`src/ssp_pkg.sv`:
```
package ssp_pkg;

  // ----
  // Sizes
  // ----
  localparam int DATA_WIDTH = 16;
  localparam int FIFO_DEPTH = 8;
  localparam int COUNT_WIDTH = 4;

  // ----
  // Frame formats
  // ----
  localparam logic [1:0] FMT_PULSED = 2'h0;
  localparam logic [1:0] FMT_SPI    = 2'h1;
  localparam logic [1:0] FMT_CMD    = 2'h2;

  // Smallest word size minus one (four bits).
  localparam logic [3:0] MIN_SIZE_M1 = 4'h3;

  // Command-response edges: eight control bits, then one idle clock.
  localparam logic [5:0] CMD_TX_EDGES = 6'h10;
  localparam logic [5:0] CMD_RX_EDGE  = 6'h12;

  // Smallest prescale divisor.
  localparam logic [7:0] MIN_PRESCALE = 8'h02;

  // ----
  // Interrupt sources
  // ----
  localparam int ST_TX_SERVICE = 0;
  localparam int ST_RX_SERVICE = 1;
  localparam int ST_RX_TIMEOUT = 2;
  localparam int ST_RX_OVERRUN = 3;
  localparam logic [COUNT_WIDTH-1:0] TX_SERVICE_LEVEL = 4'h4;
  localparam logic [COUNT_WIDTH-1:0] RX_SERVICE_LEVEL = 4'h4;

  // Timeout: 32 idle serial clock periods, counted in half periods.
  localparam logic [7:0] TIMEOUT_HALF_TICKS = 8'h40;

  // ----
  // Master sequencer
  // ----
  typedef enum logic [1:0] {
    S_IDLE,
    S_LEAD,
    S_SHIFT,
    S_TAIL
  } ssp_state_type;

endpackage

```
`src/ssp_top.sv`:
```
`timescale 1ns/100ps
//
// Contract
// - Serial clock is system clock over even prescale then one plus rate.
// - System clock at least 2x serial clock master, 12x slave.
// - Transmit FIFO of eight 16-bit words filled by data port writes.
// - Receive FIFO of eight 16-bit words emptied by data port reads.
// - Received bits collect in a shifter, then load the FIFO in parallel.
// - Four interrupt sources: tx service, rx service, timeout, overrun.
// - Enabled interrupt sources are ORed into one request line.
// - One mask bit per source; a 1 enables it.
// - Sources readable both raw and masked.
// - Word size 4 to 16 bits, most significant bit first.
// - Pulsed-frame, SPI and command-response formats are selectable.
// - Serial clock idles inactive, toggles only during a word.
// - Timeout when clock idle for the period and receive data waits.
// - SPI and command-response frame select is low for the frame.
// - Pulsed-frame select pulses one period; drive rising, latch falling.
// - Command-response sends 8 control bits, waits a clock, then receives.
// - Pulsed-frame idle: clock and select low, transmit line released.
// - Pulsed-frame start pulses select high and loads the shifter.
// - Pulsed-frame MSB goes out as the shifter loads, before the next rising edge.
// - Pulsed-frame samples on falling edges, then stores the word.
// - SPI idle clock level equals the clock polarity bit.
// - SPI captures on first edge for phase 0, second for phase 1.
// - SPI phase 0 raises select between back-to-back words.
// - SPI phase 1 keeps select low between back-to-back words.
// - SPI select returns high one period after the last capture.
//
module ssp_top #(
  parameter int FIFO_DEPTH = ssp_pkg::FIFO_DEPTH
) (
  // Clock, reset and clock enable
  input  wire logic        i_clk,
  input  wire logic        i_resetn,
  input  wire logic        i_ce,
  // Configuration
  input  wire logic        i_enable,
  input  wire logic        i_master,
  input  wire logic        i_loopback,
  input  wire logic [1:0]  i_format,
  input  wire logic        i_clock_polarity_bit,
  input  wire logic        i_clock_phase_bit,
  input  wire logic [3:0]  i_data_size,
  input  wire logic [7:0]  i_prescale_divisor,
  input  wire logic [7:0]  i_serial_clock_rate,
  input  wire logic [3:0]  i_interrupt_mask,
  // Data port, write side
  input  wire logic        i_tx_valid,
  input  wire logic [15:0] i_tx_data,
  output logic             o_tx_ready,
  // Data port, read side
  output logic             o_rx_valid,
  output logic [15:0]      o_rx_data,
  input  wire logic        i_rx_ready,
  // Status and interrupt
  input  wire logic        i_timeout_clear,
  input  wire logic        i_overrun_clear,
  output logic [3:0]       o_raw_interrupt_status,
  output logic [3:0]       o_masked_interrupt_status,
  output logic             o_irq,
  output logic             o_busy,
  // Serial pins
  input  wire logic        i_serial_clock,
  output logic             o_serial_clock,
  output logic             o_serial_clock_oe,
  input  wire logic        i_frame_select,
  output logic             o_frame_select,
  output logic             o_frame_select_oe,
  output logic             o_serial_transmit_line,
  output logic             o_serial_transmit_oe,
  input  wire logic        i_serial_receive_line
);

  localparam int CW = $clog2(FIFO_DEPTH) + 1;

  if (FIFO_DEPTH < 2 || CW != ssp_pkg::COUNT_WIDTH) begin
    $error("ssp_top: bad FIFO_DEPTH");
  end

  // ------------------------------------------------------------------
  // Decoded configuration
  // ------------------------------------------------------------------
  logic       fmt_spi;
  logic       fmt_cmd;
  logic       fmt_pulsed;
  logic [3:0] size_m1;
  logic       cap_phase;
  logic       idle_clk;
  logic       idle_fss;
  logic [5:0] last_edge;

  assign fmt_spi    = i_format == ssp_pkg::FMT_SPI;
  assign fmt_cmd    = i_format == ssp_pkg::FMT_CMD;
  assign fmt_pulsed = ~fmt_spi & ~fmt_cmd;
  assign size_m1    = (i_data_size < ssp_pkg::MIN_SIZE_M1) ?
                      ssp_pkg::MIN_SIZE_M1 : i_data_size;
  // Capture edge parity: odd edges are the trailing ones.
  assign cap_phase  = fmt_spi ? i_clock_phase_bit : fmt_pulsed;
  assign idle_clk   = fmt_spi & i_clock_polarity_bit;
  assign idle_fss   = ~fmt_pulsed;
  assign last_edge  = (fmt_cmd ? ssp_pkg::CMD_RX_EDGE : 6'h00) +
                      {1'b0, size_m1, 1'b1};

  // ------------------------------------------------------------------
  // FIFOs
  // ------------------------------------------------------------------
  logic          txf_valid;
  logic [15:0]   txf_data;
  logic [CW-1:0] tx_count;
  logic [CW-1:0] rx_count;
  logic          rxf_ready;
  logic          load_ev;
  logic          push_ev;
  logic [15:0]   rx_sh;
  logic [15:0]   rx_word;

  ssp_fifo #(.WIDTH(16), .DEPTH(FIFO_DEPTH), .CW(CW)) u_tx_fifo (
    .i_clk       (i_clk),
    .i_resetn    (i_resetn),
    .i_ce        (i_ce),
    .i_in_valid  (i_tx_valid),
    .i_in_data   (i_tx_data),
    .o_in_ready  (o_tx_ready),
    .o_out_valid (txf_valid),
    .o_out_data  (txf_data),
    .i_out_ready (load_ev),
    .o_count     (tx_count)
  );

  ssp_fifo #(.WIDTH(16), .DEPTH(FIFO_DEPTH), .CW(CW)) u_rx_fifo (
    .i_clk       (i_clk),
    .i_resetn    (i_resetn),
    .i_ce        (i_ce),
    .i_in_valid  (push_ev),
    .i_in_data   (rx_word),
    .o_in_ready  (rxf_ready),
    .o_out_valid (o_rx_valid),
    .o_out_data  (o_rx_data),
    .i_out_ready (i_rx_ready),
    .o_count     (rx_count)
  );

  // ------------------------------------------------------------------
  // Bit-rate divider: half period is (divisor/2)*(1+rate) cycles
  // ------------------------------------------------------------------
  logic [6:0] pre_cnt;
  logic [7:0] rate_cnt;
  logic [6:0] pre_top;
  logic       pre_wrap;
  logic       tick;

  assign pre_top  = (i_prescale_divisor < ssp_pkg::MIN_PRESCALE) ?
                    7'h00 : i_prescale_divisor[7:1] - 7'h01;
  assign pre_wrap = pre_cnt >= pre_top;
  assign tick     = pre_wrap & (rate_cnt >= i_serial_clock_rate);

  always_ff @(posedge i_clk or negedge i_resetn) begin
    if (!i_resetn) begin
      pre_cnt  <= '0;
      rate_cnt <= '0;
    end else if (i_ce) begin
      if (!i_enable || pre_wrap) begin
        pre_cnt <= '0;
      end else begin
        pre_cnt <= pre_cnt + 7'h01;
      end
      if (!i_enable || tick) begin
        rate_cnt <= '0;
      end else if (pre_wrap) begin
        rate_cnt <= rate_cnt + 8'h01;
      end
    end
  end

  // ------------------------------------------------------------------
  // Slave pin synchronisers and edge detection
  // ------------------------------------------------------------------
  logic sclk_meta;
  logic sclk_s;
  logic sclk_d;
  logic fss_meta;
  logic fss_s;
  logic fss_d;

  always_ff @(posedge i_clk or negedge i_resetn) begin
    if (!i_resetn) begin
      sclk_meta <= 1'b0;
      sclk_s    <= 1'b0;
      sclk_d    <= 1'b0;
      fss_meta  <= 1'b1;
      fss_s     <= 1'b1;
      fss_d     <= 1'b1;
    end else if (i_ce) begin
      sclk_meta <= i_serial_clock;
      sclk_s    <= sclk_meta;
      sclk_d    <= sclk_s;
      fss_meta  <= i_frame_select;
      fss_s     <= fss_meta;
      fss_d     <= fss_s;
    end
  end

  // ------------------------------------------------------------------
  // Master sequencer
  // ------------------------------------------------------------------
  ssp_pkg::ssp_state_type state;
  logic [5:0] edge_cnt;
  logic       more;
  logic       m_start;
  logic       m_cap;
  logic       m_shf;
  logic       m_on;

  assign m_on    = i_enable & i_master;
  assign more    = txf_valid & ~(fmt_spi & ~i_clock_phase_bit);
  assign m_start = m_on & tick & txf_valid &
                   (state == ssp_pkg::S_IDLE ||
                    (state == ssp_pkg::S_TAIL &&
                     edge_cnt[0] == cap_phase && more));
  assign m_cap   = tick && state == ssp_pkg::S_SHIFT &&
                   edge_cnt[0] == cap_phase &&
                   (!fmt_cmd || edge_cnt >= ssp_pkg::CMD_RX_EDGE);
  assign m_shf   = tick && state == ssp_pkg::S_SHIFT &&
                   edge_cnt[0] != cap_phase && edge_cnt != 6'h00 &&
                   (!fmt_cmd || edge_cnt < ssp_pkg::CMD_TX_EDGES);

  always_ff @(posedge i_clk or negedge i_resetn) begin
    if (!i_resetn) begin
      state          <= ssp_pkg::S_IDLE;
      edge_cnt       <= '0;
      o_serial_clock <= 1'b0;
      o_frame_select <= 1'b0;
    end else if (i_ce) begin
      case (state)
        ssp_pkg::S_IDLE: begin
          o_serial_clock <= idle_clk;
          o_frame_select <= idle_fss;
          edge_cnt       <= '0;
          if (m_start) begin
            state          <= ssp_pkg::S_LEAD;
            o_frame_select <= fmt_pulsed;
          end
        end
        ssp_pkg::S_LEAD: begin
          if (tick) begin
            o_serial_clock <= o_serial_clock ^ fmt_pulsed;
            edge_cnt       <= edge_cnt + 6'h01;
            if (!fmt_pulsed || edge_cnt[0]) begin
              state          <= ssp_pkg::S_SHIFT;
              edge_cnt       <= '0;
              o_frame_select <= 1'b0;
            end
          end
        end
        ssp_pkg::S_SHIFT: begin
          if (tick) begin
            o_serial_clock <= ~o_serial_clock;
            edge_cnt       <= edge_cnt + 6'h01;
            if (edge_cnt == last_edge) begin
              state    <= ssp_pkg::S_TAIL;
              edge_cnt <= '0;
            end
          end
        end
        ssp_pkg::S_TAIL: begin
          if (tick) begin
            edge_cnt <= edge_cnt + 6'h01;
            if (m_start) begin
              state          <= ssp_pkg::S_LEAD;
              edge_cnt       <= '0;
              o_frame_select <= fmt_pulsed;
              if (!fmt_pulsed) begin
                state <= ssp_pkg::S_SHIFT;
              end
            end else if (edge_cnt[0] == cap_phase) begin
              state          <= ssp_pkg::S_IDLE;
              o_frame_select <= idle_fss;
            end
          end
        end
        default: begin
          state <= ssp_pkg::S_IDLE;
        end
      endcase
      if (!m_on) begin
        state <= ssp_pkg::S_IDLE;
      end
    end
  end

  // ------------------------------------------------------------------
  // Slave edge events
  // ------------------------------------------------------------------
  logic s_lead;
  logic s_trail;
  logic s_start;
  logic s_cap;
  logic s_shf;
  logic s_act;
  logic s_first;

  assign s_lead  = (sclk_s ^ sclk_d) & (sclk_s != idle_clk);
  assign s_trail = (sclk_s ^ sclk_d) & (sclk_s == idle_clk);
  assign s_start = fmt_pulsed ? (s_trail & fss_s) : (fss_d & ~fss_s);
  assign s_act   = fmt_pulsed | ~fss_s;
  assign s_cap   = s_act & ~s_start & (cap_phase ? s_trail : s_lead);
  assign s_shf   = s_act & ~s_first & (cap_phase ? s_lead : s_trail);

  // ------------------------------------------------------------------
  // Shared shift path
  // ------------------------------------------------------------------
  logic [15:0] tx_sh;
  logic [3:0]  cap_cnt;
  logic        cap_ev;
  logic        shf_ev;
  logic        s_on;
  logic        rx_bit;

  assign s_on    = i_enable & ~i_master;
  assign load_ev = m_start | (s_on & (s_start | (push_ev & ~fmt_pulsed)) &
                              txf_valid);
  assign cap_ev  = m_cap | (s_on & s_cap);
  assign shf_ev  = m_shf | (s_on & s_shf);
  assign rx_bit  = i_loopback ? tx_sh[15] : i_serial_receive_line;
  assign push_ev = cap_ev && cap_cnt == size_m1;
  assign rx_word = {rx_sh[14:0], rx_bit} & ~(16'hFFFE << size_m1);

  always_ff @(posedge i_clk or negedge i_resetn) begin
    if (!i_resetn) begin
      tx_sh   <= '0;
      s_first <= 1'b1;
    end else if (i_ce) begin
      if (load_ev) begin
        tx_sh   <= fmt_cmd ? {txf_data[7:0], 8'h00} :
                   txf_data << (4'hF - size_m1);
        s_first <= 1'b1;
      end else if (shf_ev) begin
        tx_sh <= {tx_sh[14:0], 1'b0};
      end else if (state == ssp_pkg::S_IDLE && !s_act) begin
        tx_sh <= '0;
      end
      if (cap_ev && !load_ev) begin
        s_first <= 1'b0;
      end
    end
  end

  always_ff @(posedge i_clk or negedge i_resetn) begin
    if (!i_resetn) begin
      rx_sh   <= '0;
      cap_cnt <= '0;
    end else if (i_ce) begin
      if (push_ev || load_ev || (s_on && s_start)) begin
        cap_cnt <= '0;
      end else if (cap_ev) begin
        cap_cnt <= cap_cnt + 4'h1;
      end
      if (cap_ev) begin
        rx_sh <= {rx_sh[14:0], rx_bit};
      end
    end
  end

  // ------------------------------------------------------------------
  // Pin enables
  // ------------------------------------------------------------------
  always_ff @(posedge i_clk or negedge i_resetn) begin
    if (!i_resetn) begin
      o_serial_clock_oe    <= 1'b0;
      o_frame_select_oe    <= 1'b0;
      o_serial_transmit_oe <= 1'b0;
      o_busy               <= 1'b0;
    end else if (i_ce) begin
      o_serial_clock_oe    <= m_on;
      o_frame_select_oe    <= m_on;
      o_serial_transmit_oe <= m_on ?
        (!fmt_pulsed || state != ssp_pkg::S_IDLE) :
        (s_on && !fss_s && !fmt_pulsed);
      o_busy <= state != ssp_pkg::S_IDLE || txf_valid;
    end
  end

  assign o_serial_transmit_line = tx_sh[15];

  // ------------------------------------------------------------------
  // Receive timeout and overrun
  // ------------------------------------------------------------------
  logic [7:0] idle_cnt;
  logic       timeout;
  logic       overrun;
  logic       clk_moved;

  assign clk_moved = (m_on & tick & (state == ssp_pkg::S_SHIFT)) |
                     (s_on & (sclk_s ^ sclk_d));

  always_ff @(posedge i_clk or negedge i_resetn) begin
    if (!i_resetn) begin
      idle_cnt <= '0;
      timeout  <= 1'b0;
      overrun  <= 1'b0;
    end else if (i_ce) begin
      if (clk_moved || !o_rx_valid) begin
        idle_cnt <= '0;
      end else if (tick && idle_cnt != ssp_pkg::TIMEOUT_HALF_TICKS) begin
        idle_cnt <= idle_cnt + 8'h01;
      end
      if (idle_cnt == ssp_pkg::TIMEOUT_HALF_TICKS && o_rx_valid) begin
        timeout <= 1'b1;
      end else if (i_timeout_clear) begin
        timeout <= 1'b0;
      end
      if (push_ev && !rxf_ready) begin
        overrun <= 1'b1;
      end else if (i_overrun_clear) begin
        overrun <= 1'b0;
      end
    end
  end

  // ------------------------------------------------------------------
  // Interrupt status
  // ------------------------------------------------------------------
  logic [3:0] raw;

  always_comb begin
    raw = 4'h0;
    raw[ssp_pkg::ST_TX_SERVICE] = tx_count <= ssp_pkg::TX_SERVICE_LEVEL;
    raw[ssp_pkg::ST_RX_SERVICE] = rx_count >= ssp_pkg::RX_SERVICE_LEVEL;
    raw[ssp_pkg::ST_RX_TIMEOUT] = timeout;
    raw[ssp_pkg::ST_RX_OVERRUN] = overrun;
  end

  always_ff @(posedge i_clk or negedge i_resetn) begin
    if (!i_resetn) begin
      o_raw_interrupt_status    <= '0;
      o_masked_interrupt_status <= '0;
      o_irq                     <= 1'b0;
    end else if (i_ce) begin
      o_raw_interrupt_status    <= raw;
      o_masked_interrupt_status <= raw & i_interrupt_mask;
      o_irq <= |(raw & i_interrupt_mask);
    end
  end

endmodule // ssp_top

```
`src/ssp_fifo.sv`:
```
`timescale 1ns/100ps

module ssp_fifo #(
  parameter int WIDTH = 16,
  parameter int DEPTH = 8,
  parameter int CW    = 4
) (
  // Clock and reset
  input  wire logic             i_clk,
  input  wire logic             i_resetn,
  input  wire logic             i_ce,
  // Filling side
  input  wire logic             i_in_valid,
  input  wire logic [WIDTH-1:0] i_in_data,
  output logic                  o_in_ready,
  // Draining side
  output logic                  o_out_valid,
  output logic      [WIDTH-1:0] o_out_data,
  input  wire logic             i_out_ready,
  // Fill level
  output logic      [CW-1:0]    o_count
);

  localparam int AW = $clog2(DEPTH);

  if (DEPTH < 2 || (1 << AW) != DEPTH || CW != AW + 1 || WIDTH < 1) begin
    $error("ssp_fifo: bad WIDTH, DEPTH or CW");
  end

  logic [WIDTH-1:0] mem [DEPTH];
  logic [AW-1:0]    wr_ptr;
  logic [AW-1:0]    rd_ptr;
  logic             push;
  logic             pop;
  logic [CW-1:0]    next_count;

  assign push = i_in_valid & o_in_ready;
  assign pop  = o_out_valid & i_out_ready;
  assign o_out_data = mem[rd_ptr];

  always_comb begin
    next_count = o_count;
    if (push & ~pop) begin
      next_count = o_count + 1'b1;
    end else if (pop & ~push) begin
      next_count = o_count - 1'b1;
    end
  end

  // ------------------------------------------------------------------
  // Storage
  // ------------------------------------------------------------------
  for (genvar i = 0; i < DEPTH; i++) begin : g_entry
    always_ff @(posedge i_clk or negedge i_resetn) begin
      if (!i_resetn) begin
        mem[i] <= '0;
      end else if (i_ce && push && wr_ptr == AW'(i)) begin
        mem[i] <= i_in_data;
      end
    end
  end

  // ------------------------------------------------------------------
  // Pointers and flags
  // ------------------------------------------------------------------
  always_ff @(posedge i_clk or negedge i_resetn) begin
    if (!i_resetn) begin
      wr_ptr      <= '0;
      rd_ptr      <= '0;
      o_count     <= '0;
      o_in_ready  <= 1'b0;
      o_out_valid <= 1'b0;
    end else if (i_ce) begin
      if (push) begin
        wr_ptr <= wr_ptr + 1'b1;
      end
      if (pop) begin
        rd_ptr <= rd_ptr + 1'b1;
      end
      o_count     <= next_count;
      o_in_ready  <= next_count != CW'(DEPTH);
      o_out_valid <= next_count != '0;
    end
  end

endmodule // ssp_fifo

```
`config.mk`:
```
export PLATFORM = sky130hd
export DESIGN_NAME = ssp_top
export DESIGN_NICKNAME = d
export VERILOG_FILES = /design/src/ssp_pkg.sv /design/src/ssp_top.sv /design/src/ssp_fifo.sv
export SDC_FILE = /design/constraint.sdc
export NUM_CORES = 1
export LEC_CHECK = 0
export ABC_AREA = 1
export BUFFER_PORTS_ARGS = -buffer_cell sky130_fd_sc_hd__buf_2
export CAP_MARGIN = 20
export CORE_ASPECT_RATIO = 0.8
export CORE_MARGIN = 2
export CORE_UTILIZATION = 60
export CTS_BUF_LIST = sky130_fd_sc_hd__clkbuf_2 sky130_fd_sc_hd__clkbuf_4 sky130_fd_sc_hd__clkbuf_8
export CTS_CLUSTER_DIAMETER = 60
export DETAILED_ROUTE_END_ITERATION = 16
export PLACE_DENSITY = 0.78
export SYNTH_ARGS = -nofsm -noshare
export SYNTH_HDL_FRONTEND = slang
export SYNTH_SLANG_ARGS = --single-unit
```
`constraint.sdc`:
```
create_clock -name i_clk -period 2.7 [get_ports i_clk]
set_input_delay 0.135 -clock i_clk [delete_from_list [all_inputs] [get_ports i_clk]]
set_output_delay 0.135 -clock i_clk [all_outputs]
set_load 0.005 [all_outputs]
```
==> flow_summary.json <==
{
  "status": "finished clean",
  "clockBufferDepth": 3,
  "finClkSkew_ns": 0.03905,
  "cts_sinks": 369,
  "ant_nets": 0,
  "reg2reg_depth": 17,
  "rsz0062_at_grt": "yes",
  "gp_congestion": 0.9136,
  "tightest_slew_ns": 0.8350,
  "ir_worst_vdd_mv": 0.6452,
  "yosys_warnings": 0,
  "dp_hpwl_um": 31990,
  "die_w_um": 202.1,
  "vias": 17030,
  "async_reset_ff_share_pct": 100.0,
  "hold_violations": 0,
  "nets": 2627,
  "ys_seq_area_share_pct": 49.03,
  "timing.rr.end": "u_rx_fifo.mem[91]",
  "fin_tns_setup_ns": 0,
  "clk_pin_slew_ns": 0.06,
  "synthesis.instances": 2342,
  "grtUsageTotal_pct": 30.30,
  "p_per_area_mw_per_mm2": 925.2,
  "end_kind": "register",
  "detail_route.first_pass.iterations": 6,
  "layout_commonest_cell": "nand2_1",
  "clk-insertion-delay-late_ns": 0.66,
  "synth_edf_count": 0,
  "grt_pass1_wl_um": 81170,
  "syn_area_per_cell_um2": 8.045,
  "rows": 58,
  "cts_buffers": 56,
  "placed_area_mm2": 0.02017,
  "fmax_mhz": 379.4,
  "drive_gt1_share_pct": 15.94,
  "initial_core_util_pct": 60.38,
  "ys_ff_latch": 369,
  "finalSetupViolations": 0,
  "place.port_buffers": 89,
  "wl_per_cell_um": 16.85,
  "mostFrequentLayoutCells": "538 x nand2_1, 387 x o21ai_0, 360 x dfrtp_1",
  "relSlewSlack_pct": 44.27,
  "drt_iter0_markers": 1740,
  "drcViolationCount": 0,
  "critPathKind": "reg -> reg",
  "core_area_mm2": 0.03120,
  "die_y_um": 162.5,
  "wl_um": 50220,
  "diodes": 0,
  "hold_class": "in -> async",
  "start_kind": "register",
  "r2r_slack_ns": 0.06,
  "synth-main-ff-cell": "dfrtp_1",
  "min_period_over_period_pct": 97.63,
  "htree_levels": 2,
  "power_leakage_nw": 10.57,
  "pin_count": 91,
  "area_growth_pct": 17.37,
  "first_global_vias": 16230,
  "antenna_found_initial": 0,
  "die-area_mm2": 0.03285,
  "syn_area_mm2": 0.01884,
  "drv_slew": 0,
  "grt_max_degree": 71,
  "tritoncts": "done",
  "worstPathRequired_ns": 3.22,
  "crit_path_max_fanout": 8,
  "syn_nets": 2454,
  "drv_cap": 0,
  "clockRootBuffer": "clkbuf_8",
  "synth_cell_type_count": 55,
  "crit-reg2reg-launch": "pre_cnt[0]",
  "grt_overflow": 0,
  "vias_per_cell": 5.714,
  "finalCriticalPeriod_ns": 2.636,
  "cp_data_arrival_time_ns": 3.15,
  "final_cell_area_mm2": 0.02212
}
## synth_stat cells, types with 3 or more instances
cell type	count	area share, %
nand2_1	556	11
o21ai_0	394	10
dfrtp_1	365	48
nor2_1	280	5.6
inv_1	150	3.0
clkbuf_1	84	1.7
nand3_1	78	2.1
o21ai_1	78	2.1
ha_1	55	3.7
a21oi_1	51	1.4
o22ai_1	35	1.2
a31oi_1	23	0.76
xor2_1	21	0.98
o211ai_1	20	0.80
nor3_1	19	0.50
buf_2	18	0.48
buf_6	15	0.90
o21ai_2	12	0.56
nand4_1	9	0.30
or2_2	6	0.20
buf_1	5	0.10
xnor2_1	5	0.23
buf_4	4	0.16
dfstp_2	4	0.56
nand2_4	4	0.24
nand3_4	4	0.37
nor3b_1	4	0.16
o21a_1	4	0.16
inv_2	3	0.060
mux2i_1	3	0.16
nand3_2	3	0.16
nor2_4	3	0.18
## worst max-delay path by stage
stage	startpoint	end	slack, ns	depth (start not counted)
final	pre_cnt[0]	u_rx_fifo.mem[91]	0.06	17
after detailed placement	i_prescale_divisor[1]	u_tx_fifo.o_out_valid	-0.42	27
after global routing	rate_cnt[2]	u_rx_fifo.mem[95]	-0.07	18
after global placement	i_prescale_divisor[1]	u_rx_fifo.mem[71]	-0.27	22
after floorplan	i_prescale_divisor[1]	idle_cnt[6]	0.04	22
after CTS	rate_cnt[3]	u_rx_fifo.mem[69]	0.004	17
## repair_timing
action,CTS,global route
hold endpoints to repair,509,0
hold buffers,37,0
endpoints found under the setup margin,0,171
setup buffers,0,5
resized for setup,0,64
## power breakdown
part / switching [mW] / total (mW) / leakage, nW / internal [mW]
sequential: 0.880 / 7.78 / 4.84 / 6.90
clock: 2.26 / 5.02 / 0.666 / 2.76
combinational: 4.89 / 7.67 / 5.06 / 2.78
## per-stage QoR
stage	hold slack, ns	instances	power [mW]	utilization (%)	worst slack, ns
after CTS	0.07034	2972	20.30	69.78	0.004212
after global placement	0.1251	2832	14.91	64.64	-0.2669
after detailed placement	0.1254	2832	15.19	64.64	-0.4207
after global routing	0.1173	2980	21.82	70.87	-0.07059
after floorplan	-0.1606	2342	12.55	-	0.04162
final	0.07270	2980	20.46	70.87	0.06396
## flip-flops by register name, indices dropped and copies added, names as in the netlist, 3 cells and up
signal and count:
tx_sh 16, u_rx_fifo.mem 128, o_masked_interrupt_status 4, u_tx_fifo.o_count 4, o_raw_interrupt_status 4, u_rx_fifo.rd_ptr 3
u_tx_fifo.wr_ptr 3, u_rx_fifo.o_count 4, rx_sh 15, u_tx_fifo.rd_ptr 3, cap_cnt 4, u_rx_fifo.wr_ptr 3
pre_cnt 7, u_tx_fifo.mem 128, edge_cnt 6, rate_cnt 8, idle_cnt 8
## cell families after synthesis
| family | after synthesis | synth area share [%] |
|---|---|---|
| and+or+nand+nor | 977 | 21.39 |
| AOI/OAI and AO/OA | 631 | 18.01 |
| DFF | 369 | 49.03 |
| buffers and inverters | 280 | 6.461 |
| adders and majority gates | 55 | 3.652 |
| xor gates and xnor gates | 27 | 1.295 |
| muxes | 3 | 0.1594 |
## final cells by class
cell class              instances  area [µm²]
multi-input cells            1693        8615
flip-flops and latches        369        9245
repair buffers                242        1918
well taps                     420       525.5
inverters                     153       578.1
fillers                      2433        9090
clock inverters                12       100.1
clock buffers                  91        1134
## routing by layer
metal	share of wire, %	vias to the layer above	track usage, %
met5	0	-	0
met4	2.0	0	8.693
met3	6.9	83	4.202
met2	46	689	48.59
met1	45	8152	43.58
li1	-	8105	-
## worst max-delay path, cell delays in order, from the launching register on
cell and delay (ns):
dfrtp_1 0.36, inv_1 0.11, ha_1 0.30, nand2_1 0.05, nor2_1 0.13, nand3_1 0.10, nand3_2 0.11, nand4_1 0.11
nand2_2 0.11, inv_2 0.05, nor2_4 0.15, nand2_4 0.09, nor2_8 0.22, buf_6 0.14, nand3_4 0.14, buf_12 0.21
nand2_2 0.07, o21ai_2 0.05
(Power assumes the default switching activity.)
